## config.mk

```make
export PLATFORM = sky130hd
export DESIGN_NAME = mdpo_top
export DESIGN_NICKNAME = d
export VERILOG_FILES = /design/src/rtl/mdpo_pkg.sv /design/src/rtl/mdpo_ain_capture.sv /design/src/rtl/mdpo_top.sv
export SDC_FILE = /design/constraint.sdc
export NUM_CORES = 1
export LEC_CHECK = 0
export ABC_AREA = 1
export BUFFER_PORTS_ARGS = -buffer_cell sky130_fd_sc_hd__buf_4
export CAP_MARGIN = 10
export CORE_MARGIN = 2
export CORE_UTILIZATION = 50
export CTS_CLUSTER_SIZE = 30
export DETAILED_ROUTE_END_ITERATION = 6
export PLACE_DENSITY = 0.76
export SKIP_CTS_REPAIR_TIMING = 1
export SYNTH_ARGS = -nofsm -noshare
export SYNTH_HDL_FRONTEND = slang
export SYNTH_SLANG_ARGS = --single-unit
```

## constraint.sdc

```tcl
create_clock -name clk_in -period 10.4 [get_ports clk_in]
set_input_delay 1.56 -clock clk_in [delete_from_list [all_inputs] [get_ports clk_in]]
set_output_delay 1.56 -clock clk_in [all_outputs]
set_load 0.01 [all_outputs]
```

## src/rtl/mdpo_pkg.sv

```systemverilog
package mdpo_pkg;

    ////////////////////////////////////////////////////////////////////////////
    // Object indices
    localparam logic [15:0] IDX_GAINS = 16'h3210;
    localparam logic [15:0] IDX_FLAGS = 16'h3212;
    localparam logic [15:0] IDX_AIN = 16'h3220;
    localparam logic [15:0] IDX_AIN_CTRL = 16'h3221;

    // Subindices
    localparam logic [7:0] SUB_COUNT = 8'h00;
    localparam logic [7:0] SUB_CL_TQ_I = 8'h08;
    localparam logic [7:0] SUB_OL_TQ_P = 8'h09;
    localparam logic [7:0] SUB_OL_TQ_I = 8'h0A;
    localparam logic [7:0] SUB_VEL_FF = 8'h0B;
    localparam logic [7:0] SUB_ACC_FF = 8'h0C;
    localparam logic [7:0] SUB_FLAGS_RSVD = 8'h01;
    localparam logic [7:0] SUB_FIELD = 8'h02;
    localparam logic [7:0] SUB_KEEP = 8'h03;
    localparam logic [7:0] SUB_AIN_ONE = 8'h01;
    localparam logic [7:0] SUB_AIN_TWO = 8'h02;

    ////////////////////////////////////////////////////////////////////////////
    // Entry counts and values after reset
    localparam logic [7:0] GAINS_COUNT = 8'h0C;
    localparam logic [7:0] FLAGS_COUNT = 8'h03;
    localparam logic [7:0] AIN_COUNT = 8'h02;
    localparam logic [31:0] RST_CL_TQ_I = 32'h0007C740;
    localparam logic [31:0] RST_OL_TQ_P = 32'h004DC880;
    localparam logic [31:0] RST_OL_TQ_I = 32'h001D2B30;
    localparam logic [31:0] RST_VEL_FF = 32'h000003E8;
    localparam logic [31:0] RST_ACC_FF = 32'h00000000;
    localparam logic [7:0] RST_FIELD = 8'h00;
    localparam logic [7:0] RST_KEEP = 8'h00;
    localparam logic [1:0] RST_AIN_CTRL = 2'h0;

    // Velocity feed-forward is in tenths of a percent
    localparam logic [31:0] VEL_FF_UNITY = 32'h000003E8;

    // Field override codes, signed 8-bit, and keep flag codes
    localparam logic [7:0] FIELD_FIRMWARE = 8'h00;
    localparam logic [7:0] FIELD_POSITIVE = 8'h01;
    localparam logic [7:0] FIELD_NEGATIVE = 8'hFF;
    localparam logic [7:0] KEEP_OFF = 8'h00;
    localparam logic [7:0] KEEP_ON = 8'h01;

    // Analog control: bit n selects current (1) or voltage (0) on input n+1
    localparam int AIN_CTRL_LSB = 0;
    localparam int AIN_CHANNELS = 2;
    localparam int AIN_WIDTH = 16;

    ////////////////////////////////////////////////////////////////////////////
    // Auto setup run time
    localparam int CLK_PERIOD_NS = 20;
    localparam int SETUP_TIME_NS = 1000;
    localparam logic [7:0] SETUP_CYCLES = 8'(SETUP_TIME_NS / CLK_PERIOD_NS);

    ////////////////////////////////////////////////////////////////////////////
    // Types
    typedef enum logic [1:0] {
        MDPO_DIR_FIRMWARE,
        MDPO_DIR_POSITIVE,
        MDPO_DIR_NEGATIVE
    } mdpo_field_dir_t;

    typedef enum logic [1:0] {
        MDPO_SETUP_IDLE,
        MDPO_SETUP_RUN
    } mdpo_setup_state_t;

    typedef enum logic [3:0] {
        MDPO_OBJ_NONE,
        MDPO_OBJ_GAINS_COUNT,
        MDPO_OBJ_CL_TQ_I,
        MDPO_OBJ_OL_TQ_P,
        MDPO_OBJ_OL_TQ_I,
        MDPO_OBJ_VEL_FF,
        MDPO_OBJ_ACC_FF,
        MDPO_OBJ_FLAGS_COUNT,
        MDPO_OBJ_FLAGS_RSVD,
        MDPO_OBJ_FIELD,
        MDPO_OBJ_KEEP,
        MDPO_OBJ_AIN_COUNT,
        MDPO_OBJ_AIN_ONE,
        MDPO_OBJ_AIN_TWO,
        MDPO_OBJ_AIN_CTRL
    } mdpo_obj_t;

    typedef struct packed {
        logic valid;
        logic write;
        logic [15:0] index;
        logic [7:0] sub;
        logic [31:0] wdata;
    } mdpo_obj_req_t;

    typedef struct packed {
        logic valid;
        logic error;
        logic [31:0] rdata;
    } mdpo_obj_rsp_t;

    typedef struct packed {
        logic [31:0] cl_tq_i;
        logic [31:0] ol_tq_p;
        logic [31:0] ol_tq_i;
        logic [31:0] vel_ff;
        logic [31:0] acc_ff;
    } mdpo_gains_t;

endpackage

```

## src/rtl/mdpo_ain_capture.sv

```systemverilog
`timescale 1ns/1ps
module mdpo_ain_capture #(
    parameter int CHANNELS = 2,
    parameter int WIDTH = 16
) (
    input wire logic clk_in, // System clock
    input wire logic rst_n_in, // Synchronised reset, active low
    input wire logic [CHANNELS*WIDTH-1:0] sample_in, // Converter words
    input wire logic [CHANNELS-1:0] sample_valid_in, // One strobe per channel
    output logic [CHANNELS*WIDTH-1:0] value_out // Latest word per channel
);

    typedef struct packed {
        logic [CHANNELS-1:0][WIDTH-1:0] value;
    } mdpo_ain_state_t;

    mdpo_ain_state_t state_reg;
    mdpo_ain_state_t state_next;

    // Refuse shapes the object map cannot show
    if (CHANNELS < 1 || WIDTH < 1 || WIDTH > 32)
    begin : g_bad_shape
        $error("mdpo_ain_capture: unsupported channel count or width");
    end

    ////////////////////////////////////////////////////////////////////////////
    // Each channel holds its last word until its own strobe
    always_comb
    begin
        state_next = state_reg;
        for (int ch = 0; ch < CHANNELS; ch++)
        begin
            if (sample_valid_in[ch])
            begin
                state_next.value[ch] = sample_in[ch*WIDTH +: WIDTH];
            end
        end
    end

    always_ff @(posedge clk_in or negedge rst_n_in)
    begin
        if (!rst_n_in)
        begin
            state_reg <= '0;
        end
        else
        begin
            state_reg <= state_next;
        end
    end

    assign value_out = state_reg.value;

endmodule

```

## src/rtl/mdpo_top.sv

```systemverilog
// Summary of operation
// - The velocity feed-forward factor counts tenths of a percent, 1000 meaning one.
// - Acceleration feed-forward starts at zero (off) and when nonzero acts in both directions.
// - Field override 0 means firmware default, 1 forces positive, -1 forces negative.
// - A field override write acts only after restart, and auto setup must then run again.
// - With keep flag 0, auto setup loads the preset set for the detected motor type.
// - With keep flag 1, auto setup uses the stored gains and leaves them unchanged.
// - Each analog input reads as a signed 16-bit ADC value and cannot be written.
// - The analog object reports two entries, one value per input.
// - The open-loop torque proportional gain is 32-bit read/write preset to 004DC880.
// - The open-loop torque integral gain is 32-bit read/write preset to 001D2B30.
// - Both analog inputs are set to current or voltage by one shared control object, one bit per input.
// - In the analog control object bit 0 sets input 1 and bit 1 sets input 2, 1 selecting current and 0 voltage.
`timescale 1ns/1ps
module mdpo_top #(
    parameter logic [31:0] BLDC_CL_TQ_I = 32'h00010000, // Brushless preset gains
    parameter logic [31:0] BLDC_OL_TQ_P = 32'h00100000,
    parameter logic [31:0] BLDC_OL_TQ_I = 32'h00010000
) (
    input wire logic clk_in, // 50 MHz clock
    input wire logic rst_n_in, // Async reset, active low
    input wire mdpo_pkg::mdpo_obj_req_t obj_req_in, // Object access request
    output mdpo_pkg::mdpo_obj_rsp_t obj_rsp_out, // Object access answer
    input wire logic restart_in, // Controller restart pulse
    input wire logic setup_start_in, // Auto setup start pulse
    input wire logic motor_is_bldc_in, // Detected motor type, 1 = brushless
    input wire logic [31:0] adc_sample_in, // Two 16-bit converter words
    input wire logic [1:0] adc_valid_in, // Per-channel sample strobes
    output mdpo_pkg::mdpo_gains_t gains_out, // Gains for the loops
    output logic acc_ff_enable_out, // Acceleration feed-forward active
    output logic vel_ff_unity_out, // Velocity factor equals one
    output mdpo_pkg::mdpo_field_dir_t field_dir_out, // Field direction in force
    output logic keep_settings_out, // Keep flag as stored
    output logic [1:0] ain_current_mode_out, // Per input: 1 current, 0 voltage
    output logic setup_busy_out, // Auto setup running
    output logic setup_done_out, // Auto setup finished pulse
    output logic setup_needed_out // Auto setup owed after restart
);

    typedef struct packed {
        mdpo_pkg::mdpo_obj_rsp_t rsp;
        mdpo_pkg::mdpo_gains_t gains;
        logic acc_ff_enable;
        logic vel_ff_unity;
        logic [7:0] field_override;
        mdpo_pkg::mdpo_field_dir_t field_active;
        logic [7:0] keep;
        logic [1:0] ain_ctrl;
        mdpo_pkg::mdpo_setup_state_t setup_state;
        logic [7:0] setup_cnt;
        logic setup_keep;
        logic setup_bldc;
        logic setup_busy;
        logic setup_done;
        logic setup_needed;
    } mdpo_state_t;

    mdpo_state_t state_reg;
    mdpo_state_t state_next;
    logic rst_meta_reg;
    logic rst_sync_reg;
    logic [31:0] ain_value;
    mdpo_pkg::mdpo_obj_t obj_sel;

    if (mdpo_pkg::SETUP_CYCLES < 8'h01)
    begin : g_bad_setup
        $error("mdpo_top: auto setup must last at least one cycle");
    end

    ////////////////////////////////////////////////////////////////////////////
    // Reset release through two flops; assertion stays asynchronous
    always_ff @(posedge clk_in or negedge rst_n_in)
    begin
        if (!rst_n_in)
        begin
            rst_meta_reg <= 1'b0;
            rst_sync_reg <= 1'b0;
        end
        else
        begin
            rst_meta_reg <= 1'b1;
            rst_sync_reg <= rst_meta_reg;
        end
    end

    ////////////////////////////////////////////////////////////////////////////
    // Analog readout latches
    mdpo_ain_capture #(
        .CHANNELS(mdpo_pkg::AIN_CHANNELS),
        .WIDTH(mdpo_pkg::AIN_WIDTH)
    ) u_ain (
        .clk_in(clk_in),
        .rst_n_in(rst_sync_reg),
        .sample_in(adc_sample_in),
        .sample_valid_in(adc_valid_in),
        .value_out(ain_value)
    );

    ////////////////////////////////////////////////////////////////////////////
    // Index and subindex to object; shared by read and write paths
    function automatic mdpo_pkg::mdpo_obj_t obj_lookup(
        input logic [15:0] index,
        input logic [7:0] sub
    );
        mdpo_pkg::mdpo_obj_t obj;
        obj = mdpo_pkg::MDPO_OBJ_NONE;
        case (index)
            mdpo_pkg::IDX_GAINS:
                case (sub)
                    mdpo_pkg::SUB_COUNT: obj = mdpo_pkg::MDPO_OBJ_GAINS_COUNT;
                    mdpo_pkg::SUB_CL_TQ_I: obj = mdpo_pkg::MDPO_OBJ_CL_TQ_I;
                    mdpo_pkg::SUB_OL_TQ_P: obj = mdpo_pkg::MDPO_OBJ_OL_TQ_P;
                    mdpo_pkg::SUB_OL_TQ_I: obj = mdpo_pkg::MDPO_OBJ_OL_TQ_I;
                    mdpo_pkg::SUB_VEL_FF: obj = mdpo_pkg::MDPO_OBJ_VEL_FF;
                    mdpo_pkg::SUB_ACC_FF: obj = mdpo_pkg::MDPO_OBJ_ACC_FF;
                    default: obj = mdpo_pkg::MDPO_OBJ_NONE;
                endcase
            mdpo_pkg::IDX_FLAGS:
                case (sub)
                    mdpo_pkg::SUB_COUNT: obj = mdpo_pkg::MDPO_OBJ_FLAGS_COUNT;
                    mdpo_pkg::SUB_FLAGS_RSVD: obj = mdpo_pkg::MDPO_OBJ_FLAGS_RSVD;
                    mdpo_pkg::SUB_FIELD: obj = mdpo_pkg::MDPO_OBJ_FIELD;
                    mdpo_pkg::SUB_KEEP: obj = mdpo_pkg::MDPO_OBJ_KEEP;
                    default: obj = mdpo_pkg::MDPO_OBJ_NONE;
                endcase
            mdpo_pkg::IDX_AIN:
                case (sub)
                    mdpo_pkg::SUB_COUNT: obj = mdpo_pkg::MDPO_OBJ_AIN_COUNT;
                    mdpo_pkg::SUB_AIN_ONE: obj = mdpo_pkg::MDPO_OBJ_AIN_ONE;
                    mdpo_pkg::SUB_AIN_TWO: obj = mdpo_pkg::MDPO_OBJ_AIN_TWO;
                    default: obj = mdpo_pkg::MDPO_OBJ_NONE;
                endcase
            mdpo_pkg::IDX_AIN_CTRL:
                if (sub == mdpo_pkg::SUB_COUNT)
                begin
                    obj = mdpo_pkg::MDPO_OBJ_AIN_CTRL;
                end
            default: obj = mdpo_pkg::MDPO_OBJ_NONE;
        endcase
        return obj;
    endfunction

    // Signed override code to the direction the loops use
    function automatic mdpo_pkg::mdpo_field_dir_t field_decode(input logic [7:0] code);
        mdpo_pkg::mdpo_field_dir_t dir;
        case (code)
            mdpo_pkg::FIELD_POSITIVE: dir = mdpo_pkg::MDPO_DIR_POSITIVE;
            mdpo_pkg::FIELD_NEGATIVE: dir = mdpo_pkg::MDPO_DIR_NEGATIVE;
            default: dir = mdpo_pkg::MDPO_DIR_FIRMWARE;
        endcase
        return dir;
    endfunction

    assign obj_sel = obj_lookup(obj_req_in.index, obj_req_in.sub);

    ////////////////////////////////////////////////////////////////////////////
    // Next state: object access, restart, auto setup
    always_comb
    begin
        state_next = state_reg;
        state_next.rsp = '0;
        state_next.setup_done = 1'b0;

        // Object access, answered one cycle after the request
        if (obj_req_in.valid)
        begin
            state_next.rsp.valid = 1'b1;
            if (obj_req_in.write)
            begin
                case (obj_sel)
                    mdpo_pkg::MDPO_OBJ_CL_TQ_I:
                        state_next.gains.cl_tq_i = obj_req_in.wdata;
                    mdpo_pkg::MDPO_OBJ_OL_TQ_P:
                        state_next.gains.ol_tq_p = obj_req_in.wdata;
                    mdpo_pkg::MDPO_OBJ_OL_TQ_I:
                        state_next.gains.ol_tq_i = obj_req_in.wdata;
                    mdpo_pkg::MDPO_OBJ_VEL_FF:
                        state_next.gains.vel_ff = obj_req_in.wdata;
                    mdpo_pkg::MDPO_OBJ_ACC_FF:
                        state_next.gains.acc_ff = obj_req_in.wdata;
                    mdpo_pkg::MDPO_OBJ_FLAGS_RSVD:
                        state_next.rsp.error = 1'b0; // Accepted, no effect
                    mdpo_pkg::MDPO_OBJ_FIELD:
                        // Stored only; the loops see it after restart
                        if (obj_req_in.wdata[7:0] == mdpo_pkg::FIELD_FIRMWARE
                            || obj_req_in.wdata[7:0] == mdpo_pkg::FIELD_POSITIVE
                            || obj_req_in.wdata[7:0] == mdpo_pkg::FIELD_NEGATIVE)
                        begin
                            state_next.field_override = obj_req_in.wdata[7:0];
                        end
                        else
                        begin
                            state_next.rsp.error = 1'b1;
                        end
                    mdpo_pkg::MDPO_OBJ_KEEP:
                        if (obj_req_in.wdata[7:0] == mdpo_pkg::KEEP_OFF
                            || obj_req_in.wdata[7:0] == mdpo_pkg::KEEP_ON)
                        begin
                            state_next.keep = obj_req_in.wdata[7:0];
                        end
                        else
                        begin
                            state_next.rsp.error = 1'b1;
                        end
                    mdpo_pkg::MDPO_OBJ_AIN_CTRL:
                        state_next.ain_ctrl =
                            obj_req_in.wdata[mdpo_pkg::AIN_CTRL_LSB +: 2];
                    default:
                        state_next.rsp.error = 1'b1;
                endcase
            end
            else
            begin
                case (obj_sel)
                    mdpo_pkg::MDPO_OBJ_GAINS_COUNT:
                        state_next.rsp.rdata = {24'h000000, mdpo_pkg::GAINS_COUNT};
                    mdpo_pkg::MDPO_OBJ_CL_TQ_I:
                        state_next.rsp.rdata = state_reg.gains.cl_tq_i;
                    mdpo_pkg::MDPO_OBJ_OL_TQ_P:
                        state_next.rsp.rdata = state_reg.gains.ol_tq_p;
                    mdpo_pkg::MDPO_OBJ_OL_TQ_I:
                        state_next.rsp.rdata = state_reg.gains.ol_tq_i;
                    mdpo_pkg::MDPO_OBJ_VEL_FF:
                        state_next.rsp.rdata = state_reg.gains.vel_ff;
                    mdpo_pkg::MDPO_OBJ_ACC_FF:
                        state_next.rsp.rdata = state_reg.gains.acc_ff;
                    mdpo_pkg::MDPO_OBJ_FLAGS_COUNT:
                        state_next.rsp.rdata = {24'h000000, mdpo_pkg::FLAGS_COUNT};
                    mdpo_pkg::MDPO_OBJ_FLAGS_RSVD:
                        state_next.rsp.rdata = 32'h00000000;
                    mdpo_pkg::MDPO_OBJ_FIELD:
                        // Signed 8-bit object, sign-extended
                        state_next.rsp.rdata = {{24{state_reg.field_override[7]}},
                                                state_reg.field_override};
                    mdpo_pkg::MDPO_OBJ_KEEP:
                        state_next.rsp.rdata = {24'h000000, state_reg.keep};
                    mdpo_pkg::MDPO_OBJ_AIN_COUNT:
                        state_next.rsp.rdata = {24'h000000, mdpo_pkg::AIN_COUNT};
                    mdpo_pkg::MDPO_OBJ_AIN_ONE:
                        state_next.rsp.rdata = {{16{ain_value[15]}}, ain_value[15:0]};
                    mdpo_pkg::MDPO_OBJ_AIN_TWO:
                        state_next.rsp.rdata = {{16{ain_value[31]}}, ain_value[31:16]};
                    mdpo_pkg::MDPO_OBJ_AIN_CTRL:
                        state_next.rsp.rdata = {30'h00000000, state_reg.ain_ctrl};
                    default:
                        state_next.rsp.error = 1'b1;
                endcase
            end
        end

        // Auto setup: keep flag and motor type are caught at start
        case (state_reg.setup_state)
            mdpo_pkg::MDPO_SETUP_IDLE:
                if (setup_start_in)
                begin
                    state_next.setup_state = mdpo_pkg::MDPO_SETUP_RUN;
                    state_next.setup_cnt = mdpo_pkg::SETUP_CYCLES;
                    state_next.setup_keep = (state_reg.keep == mdpo_pkg::KEEP_ON);
                    state_next.setup_bldc = motor_is_bldc_in;
                    state_next.setup_busy = 1'b1;
                end
            mdpo_pkg::MDPO_SETUP_RUN:
                if (state_reg.setup_cnt == 8'h01)
                begin
                    state_next.setup_state = mdpo_pkg::MDPO_SETUP_IDLE;
                    state_next.setup_cnt = 8'h00;
                    state_next.setup_busy = 1'b0;
                    state_next.setup_done = 1'b1;
                    state_next.setup_needed = 1'b0;
                    // Preset load wins over a same-cycle gain write
                    if (!state_reg.setup_keep && state_reg.setup_bldc)
                    begin
                        state_next.gains.cl_tq_i = BLDC_CL_TQ_I;
                        state_next.gains.ol_tq_p = BLDC_OL_TQ_P;
                        state_next.gains.ol_tq_i = BLDC_OL_TQ_I;
                    end
                    else if (!state_reg.setup_keep)
                    begin
                        state_next.gains.cl_tq_i = mdpo_pkg::RST_CL_TQ_I;
                        state_next.gains.ol_tq_p = mdpo_pkg::RST_OL_TQ_P;
                        state_next.gains.ol_tq_i = mdpo_pkg::RST_OL_TQ_I;
                    end
                    // Keep set: gains are left exactly as stored
                end
                else
                begin
                    state_next.setup_cnt = state_reg.setup_cnt - 8'h01;
                end
            default:
                state_next.setup_state = mdpo_pkg::MDPO_SETUP_IDLE;
        endcase

        // Restart applies the override; set beats a same-cycle setup finish
        if (restart_in)
        begin
            state_next.field_active = field_decode(state_next.field_override);
            state_next.setup_needed = 1'b1;
        end

        // Flags the loops read, derived from the next gain values
        state_next.acc_ff_enable = (state_next.gains.acc_ff != 32'h00000000);
        state_next.vel_ff_unity = (state_next.gains.vel_ff == mdpo_pkg::VEL_FF_UNITY);
    end

    ////////////////////////////////////////////////////////////////////////////
    // State register
    always_ff @(posedge clk_in or negedge rst_sync_reg)
    begin
        if (!rst_sync_reg)
        begin
            state_reg <= '0;
            state_reg.gains.cl_tq_i <= mdpo_pkg::RST_CL_TQ_I;
            state_reg.gains.ol_tq_p <= mdpo_pkg::RST_OL_TQ_P;
            state_reg.gains.ol_tq_i <= mdpo_pkg::RST_OL_TQ_I;
            state_reg.gains.vel_ff <= mdpo_pkg::RST_VEL_FF;
            state_reg.gains.acc_ff <= mdpo_pkg::RST_ACC_FF;
            state_reg.vel_ff_unity <= 1'b1;
            state_reg.field_override <= mdpo_pkg::RST_FIELD;
            state_reg.field_active <= mdpo_pkg::MDPO_DIR_FIRMWARE;
            state_reg.keep <= mdpo_pkg::RST_KEEP;
            state_reg.ain_ctrl <= mdpo_pkg::RST_AIN_CTRL;
            state_reg.setup_state <= mdpo_pkg::MDPO_SETUP_IDLE;
        end
        else
        begin
            state_reg <= state_next;
        end
    end

    ////////////////////////////////////////////////////////////////////////////
    // Outputs, all straight from the state register
    assign obj_rsp_out = state_reg.rsp;
    assign gains_out = state_reg.gains;
    assign acc_ff_enable_out = state_reg.acc_ff_enable;
    assign vel_ff_unity_out = state_reg.vel_ff_unity;
    assign field_dir_out = state_reg.field_active;
    assign keep_settings_out = state_reg.keep[0];
    assign ain_current_mode_out = state_reg.ain_ctrl;
    assign setup_busy_out = state_reg.setup_busy;
    assign setup_done_out = state_reg.setup_done;
    assign setup_needed_out = state_reg.setup_needed;

endmodule
```

==> results.yml, run 1 <==
routing:
  drt-total-wl_microns: 48200
  ant_nets: 0
  initialDrtViolationCount: 1479
  drc: 0
  routed_wire_per_std_cell_microns: 20.0
  detailedRoute.firstPassIterationCount: 6
  routed_via_density: 5.46
  number_of_vias_in_the_routed_layout: 13200
critical_path:
  timing_worst_setup_path_type: "input pin to flop"
  cp-start-kind: "input pin"
  crit_path_end_kind: "flop"
  r2r_setup_slack_ns: 7.44
  required_time_at_the_worst_slack_endpoint_ns: 10.85
  critical_path_peak_fanout: 46
  data_arrival_time_of_the_worst_path_ns: 5.02
  length_in_cells_of_the_worst_reg_to_reg_path: 10
  crit-reg2reg-capture: "gains_out[133]$_DFF_PN0_"
  rr_startpoint: "state_reg[5]$_DFFE_PN0P_"
logic_synthesis:
  synth_warnings: 0
  synth.distinct_cells: 41
  synth_area_per_cell_sq_um: 7.67
  mappedNetlistNets: 2033
  mappedNetlistArea_sq_mm: 0.0148
  post_synth_inst_count: 1934
  seq_total_area_yosys_pct: 44.8
  postSynthRegisterBits: 264
power:
  vdd.ir_drop.worst_uv: 108
  power.density_cell_area_mw_per_mm2: 132
  power_leakage_uw: 0.00871
  p_total_uw: 2220
sta:
  timing.clock.skew_ns: 0.0114
  setup-tns-final_ns: 0
  maxClockFrequency_mhz: 219
  hold_viol_final: 0
  drv_slew: 0
  period_minus_slack_ns: 4.57
  rsz0062_at_grt: "no"
  relSlewSlack_pct: 19.4
  layout_worst_path_cycle_share_pct: 43.9
  report.final.setup_viol: 0
  timing_worst_slew_pin_value_ns: 1.21
clock_network:
  cts_buffers: 28
  cts_htree_levels: 1
  clk_latency_ns: 0.54
  cts.clk_slew.worst_paths_ns: 0.06
  clock_tree.root_cell: "clkbuf_16"
  cts-root-to-sink-buffers: 3
  tritoncts: "built"
  numClockSinks: 264
placed_design:
  hpwlAfterDp_microns: 35300
  placement.io_buffers: 300
  place.gp.congestion: 0.981
min_path:
  endpoint_of_the_worst_hold_path: "rst_sync_reg$_DFF_PN0_"
  classification_of_the_worst_slack_hold_path: "flop to flop"
  holdCritStartpoint: "rst_meta_reg$_DFF_PN0_"
  depth_of_the_worst_hold_timing_path: 0
die:
  boundaryPins: 301
  die_h_microns: 176
  design.core.area_sq_mm: 0.0294
  die_x_microns: 176
  floorplan.initialDensity_pct: 50.5
  rows: 63
  fp.dieArea_sq_mm: 0.0311
cells_and_area:
  area_growth_syn_to_layout_pct: 13.5
  most-common-layout-cells: "nand2_1 (390), buf_4 (311), inv_1 (296)"
  final_common_cell: "nand2_1"
  layout.nets: 2095
  drive_gt1_share_pct: 22.0
  diodes: 0
  largest_reg_flops: 160
global_route:
  grt_max_degree: 72
  overall_global_routing_usage_pct: 30.2
  via_count_of_the_first_global_routing_pass: 12400
  grt_overflow_total: 0
  antenna_found_initial: 0
  grt_pass1_wl_microns: 72300
outcome:
  result_of_the_run: "finished clean"
run:
  cap_violations: 0
==> power breakdown <==
group	switching, uW	internal, uW
combinational	64.6	34.4
clock	412	657
sequential	9.56	1040
total	486	1730
==> worst max path at each step <==
stage	from	end	slack (ns)
detailed placement	obj_req_in[53]	acc_ff_enable_out$_DFF_PN0_	4.90
floorplan	rst_sync_reg$_DFF_PN0_	acc_ff_enable_out$_DFF_PN0_	2.56
global placement	obj_req_in[53]	acc_ff_enable_out$_DFF_PN0_	4.93
finish	obj_req_in[55]	obj_rsp_out[7]$_DFF_PN0_	5.83
CTS	obj_req_in[53]	acc_ff_enable_out$_DFF_PN0_	5.41
global route	obj_req_in[48]	obj_rsp_out[7]$_DFF_PN0_	5.42
==> cell usage after synthesis (all sizes together) <==
master | count | area (sq um)
dfrtp | 230 | 5760
nor3b | 2 | 15.0
o211ai | 21 | 163
conb | 1 | 3.75
nor4 | 1 | 6.26
nand4 | 53 | 338
buf | 228 | 1660
mux2i | 1 | 10.0
nor2b | 1 | 6.26
inv | 308 | 1160
nand3b | 1 | 7.51
xor2 | 6 | 52.6
o21bai | 1 | 7.51
o2111ai | 27 | 236
dfstp | 34 | 893
nor3 | 4 | 20.0
nand2 | 397 | 1510
o31ai | 1 | 7.51
o221ai | 5 | 43.8
nor2 | 176 | 736
o21ai | 195 | 980
ha | 2 | 25.0
a21oi | 77 | 385
nand3 | 81 | 420
mux2 | 6 | 67.6
o22ai | 19 | 119
clkbuf | 52 | 195
or2 | 4 | 25.0
==> cell families (layout without fill, tap and decap cells) <==
logic type | Yosys count | after routing | synth area share (%)
AND/OR/NAND/NOR | 720 | 720 | 20.8
other | 1 | 1 | 0.0253
buffers and inverters | 588 | 671 | 20.3
multiplexers | 7 | 7 | 0.523
AO/OA/AOI/OAI | 346 | 346 | 13.1
flip-flops | 264 | 264 | 44.8
XOR/XNOR | 6 | 6 | 0.354
adder cells (fa/ha/maj) | 2 | 2 | 0.169
==> area by class of cell <==
cell class              instances  area (sq um)
flip-flops and latches        264          6650
fillers                      2695         12600
clock inverters                 8           140
repair buffers                312          2350
inverters                     308          1160
clock buffers                  43           848
multi-input cells            1082          5200
well taps                     390           488
==> metal layers <==
metal	track usage [%]	wire (microns)
met5	0	0
met4	8.78	1480
met3	8.01	5870
met2	43.7	20400
met1	44.4	20400
==> worst max-delay path, stage by stage <==
cell	delay, ns
buf_4	0.11
nor2_1	0.09
nand2_1	0.07
nor2_2	0.33
nand2_1	0.21
nand2_1	0.11
nand2_1	0.06
nand2_2	0.13
inv_2	0.09
nor2_8	0.52
nand2_2	0.29
inv_2	0.17
nand2_1	0.63
o21ai_0	0.30
nor2_1	0.09
nand2_1	0.07
nor2_1	0.04
nor2_1	0.13
==> through the flow <==
step | instance area (sq um) | setup slack, ns | hold slack, ns | util [%] | cells
floorplan | 14800 | 2.56 | 0.331 | - | 1934
CTS | 16800 | 5.41 | 0.350 | 57.2 | 2406
global route | 16800 | 5.42 | 0.358 | 57.3 | 2407
finish | 16800 | 5.83 | 0.350 | 57.3 | 2407
global placement | 15800 | 4.93 | 0.337 | 53.8 | 2355
detailed placement | 15800 | 4.90 | 0.336 | 53.8 | 2355
Note: power is estimated with default switching activity, not from simulation.
==> run 2, diff against run 1 <==
--- a/config.mk
+++ b/config.mk
@@ -12,7 +12,7 @@
 export CORE_UTILIZATION = 50
 export CTS_CLUSTER_SIZE = 30
 export DETAILED_ROUTE_END_ITERATION = 6
-export PLACE_DENSITY = 0.76
+export PLACE_DENSITY = 0.79
 export SKIP_CTS_REPAIR_TIMING = 1
 export SYNTH_ARGS = -nofsm -noshare
 export SYNTH_HDL_FRONTEND = slang
==> constraint.sdc (replaced) <==
create_clock -name clk_in -period 4.1 [get_ports clk_in]
set_input_delay 0.615 -clock clk_in [delete_from_list [all_inputs] [get_ports clk_in]]
set_output_delay 0.615 -clock clk_in [all_outputs]
set_load 0.01 [all_outputs]
==> run 2 against run 1 <==
Net effect: clock-buffer cell count increased by 2; global-route usage increased by 0.57 points; first-iteration DRC count decreased by 3.9%; critical path depth decreased by 1; setup slack got worse by 4.9 ns; flip-flop and latch count unchanged; routed wire length increased by 0.60%; cell area increased by 0.46%; largest cell class unchanged.
==> results.yml, run 2 (synthesis results as in run 1) <==
cells_and_area:
  layout.nets: 2110
  final_instance_count_without_filler_cells: 2423
  final_common_cell: "nand2_1"
  largest_reg_flops: 160
  diodes: 0
  drive_gt1_share_pct: 22.3
  most-common-layout-cells: "nand2_1 (390), buf_4 (322), inv_1 (296)"
  area_growth_syn_to_layout_pct: 14.0
  fill_cells: 2648
critical_path:
  crit_path_end_kind: "flop"
  cp-start-kind: "input pin"
  required_time_at_the_worst_slack_endpoint_ns: 4.57
  data_arrival_time_of_the_worst_path_ns: 3.64
  length_in_cells_of_the_worst_reg_to_reg_path: 9
  rr_startpoint: "state_reg[5]$_DFFE_PN0P_"
  critical_path_peak_fanout: 31
  r2r_setup_slack_ns: 1.39
  crit-reg2reg-capture: "gains_out[123]$_DFF_PN0_"
  timing_worst_setup_path_type: "input pin to flop"
sta:
  drv_slew: 0
  timing.clock.skew_ns: 0.0105
  period_minus_slack_ns: 3.18
  report.final.setup_viol: 0
  timing_worst_slew_pin_value_ns: 1.01
  maxClockFrequency_mhz: 315
  layout_worst_path_cycle_share_pct: 77.5
  rsz0062_at_grt: "no"
  setup-tns-final_ns: 0
  relSlewSlack_pct: 32.5
  hold_viol_final: 0
die:
  rows: 63
  fp.dieArea_sq_mm: 0.0311
  die_x_microns: 176
  die_h_microns: 176
  design.core.area_sq_mm: 0.0294
  floorplan.initialDensity_pct: 50.5
  boundaryPins: 301
min_path:
  endpoint_of_the_worst_hold_path: "obj_rsp_out[33]$_DFF_PN0_"
  classification_of_the_worst_slack_hold_path: "input pin to flop"
  holdCritStartpoint: "obj_req_in[57]"
  depth_of_the_worst_hold_timing_path: 1
clock_network:
  cts-root-to-sink-buffers: 3
  cts_buffers: 29
  cts_htree_levels: 1
  cts.clk_slew.worst_paths_ns: 0.06
  clock_tree.root_cell: "clkbuf_16"
  clk_latency_ns: 0.55
  tritoncts: "built"
  numClockSinks: 264
global_route:
  grt_pass1_wl_microns: 73300
  grt_overflow_total: 0
  overall_global_routing_usage_pct: 30.7
  via_count_of_the_first_global_routing_pass: 12500
  antenna_found_initial: 0
  grt_max_degree: 89
routing:
  detailedRoute.firstPassIterationCount: 7
  topRoutingLayerUsed: "met4"
  initialDrtViolationCount: 1421
  route.met2.wl_microns: 20700
  ant_nets: 0
  drt-total-wl_microns: 48500
  number_of_vias_in_the_routed_layout: 13200
  routed_met3_length_microns: 5420
  routed_via_density: 5.45
  drc: 0
  met1_length_microns: 20700
  routed_wire_per_std_cell_microns: 20.0
placed_design:
  placement.io_buffers: 300
  place.gp.congestion: 0.976
  placed_cells_incl_taps: 2369
  hpwlAfterDp_microns: 35800
outcome:
  result_of_the_run: "finished clean"
run:
  cap_violations: 0
power:
  vdd.ir_drop.worst_uv: 292
  power.density_cell_area_mw_per_mm2: 325
  power_leakage_uw: 0.00875
run 2: through the flow:
step / setup WS, ns / total power (uW) / hold slack, ns / util [%] / cell area (sq um)
floorplan: 1.47 / 2800 / 0.319 / - / 14800
global placement: 0.580 / 2960 / 0.335 / 54.3 / 16000
detailed placement: 0.461 / 2960 / 0.350 / 54.3 / 16000
CTS: 1.01 / 5500 / -0.168 / 57.5 / 16900
global route: 0.632 / 5650 / 0.186 / 57.5 / 16900
finish: 0.923 / 5490 / 0.192 / 57.5 / 16900
run 2: where the power goes:
part	switching, uW	total (uW)	internal [uW]
clock network	1060	2570	1520
logic	168	260	91.3
registers	21.2	2660	2640
total	1250	5490	4250
run 2: metal layers:
metal / track usage, % / vias up
li1: - / 6097
met1: 45.2 / 6266
met2: 44.7 / 760
met3: 6.96 / 94
met4: 10.4 / 0
met5: 0 / -
run 2: worst max-delay path: stages:
cell	delay, ns
buf_4	0.11
nor2_1	0.09
nand2_1	0.07
nor2_2	0.33
nand2_1	0.22
nand2_1	0.11
nand2_1	0.06
nand2_2	0.09
inv_2	0.08
nor2_8	0.25
buf_4	0.39
nand2_2	0.28
o22ai_1	0.35
inv_2	0.24
o211ai_1	0.18
nor2_1	0.07
nor2_1	0.11
run 2: area by class of cell:
type	instances	area (sq um)	area share, %
Clock buffer	45	836	4.94
Sequential cell	264	6650	39.3
Inverter	308	1160	6.84
Multi-Input combinational cell	1082	5200	30.7
Tap cell	390	488	2.89
Timing Repair Buffer	326	2490	14.7
Clock inverter	8	92.6	0.547
run 2: worst max-delay path by stage:
stage,startpoint,endpoint,slack (ns),depth (start not counted)
6_report,obj_req_in[55],obj_rsp_out[26]$_DFF_PN0_,0.92,17
5_1_grt,obj_req_in[55],obj_rsp_out[26]$_DFF_PN0_,0.63,17
4_1_cts,obj_req_in[55],obj_rsp_out[26]$_DFF_PN0_,1.01,17
3_5_place_dp,obj_req_in[55],vel_ff_unity_out$_DFF_PN1_,0.46,18
3_3_place_gp,obj_req_in[55],obj_rsp_out[25]$_DFF_PN0_,0.58,17
2_1_floorplan,rst_sync_reg$_DFF_PN0_,acc_ff_enable_out$_DFF_PN0_,1.47,0
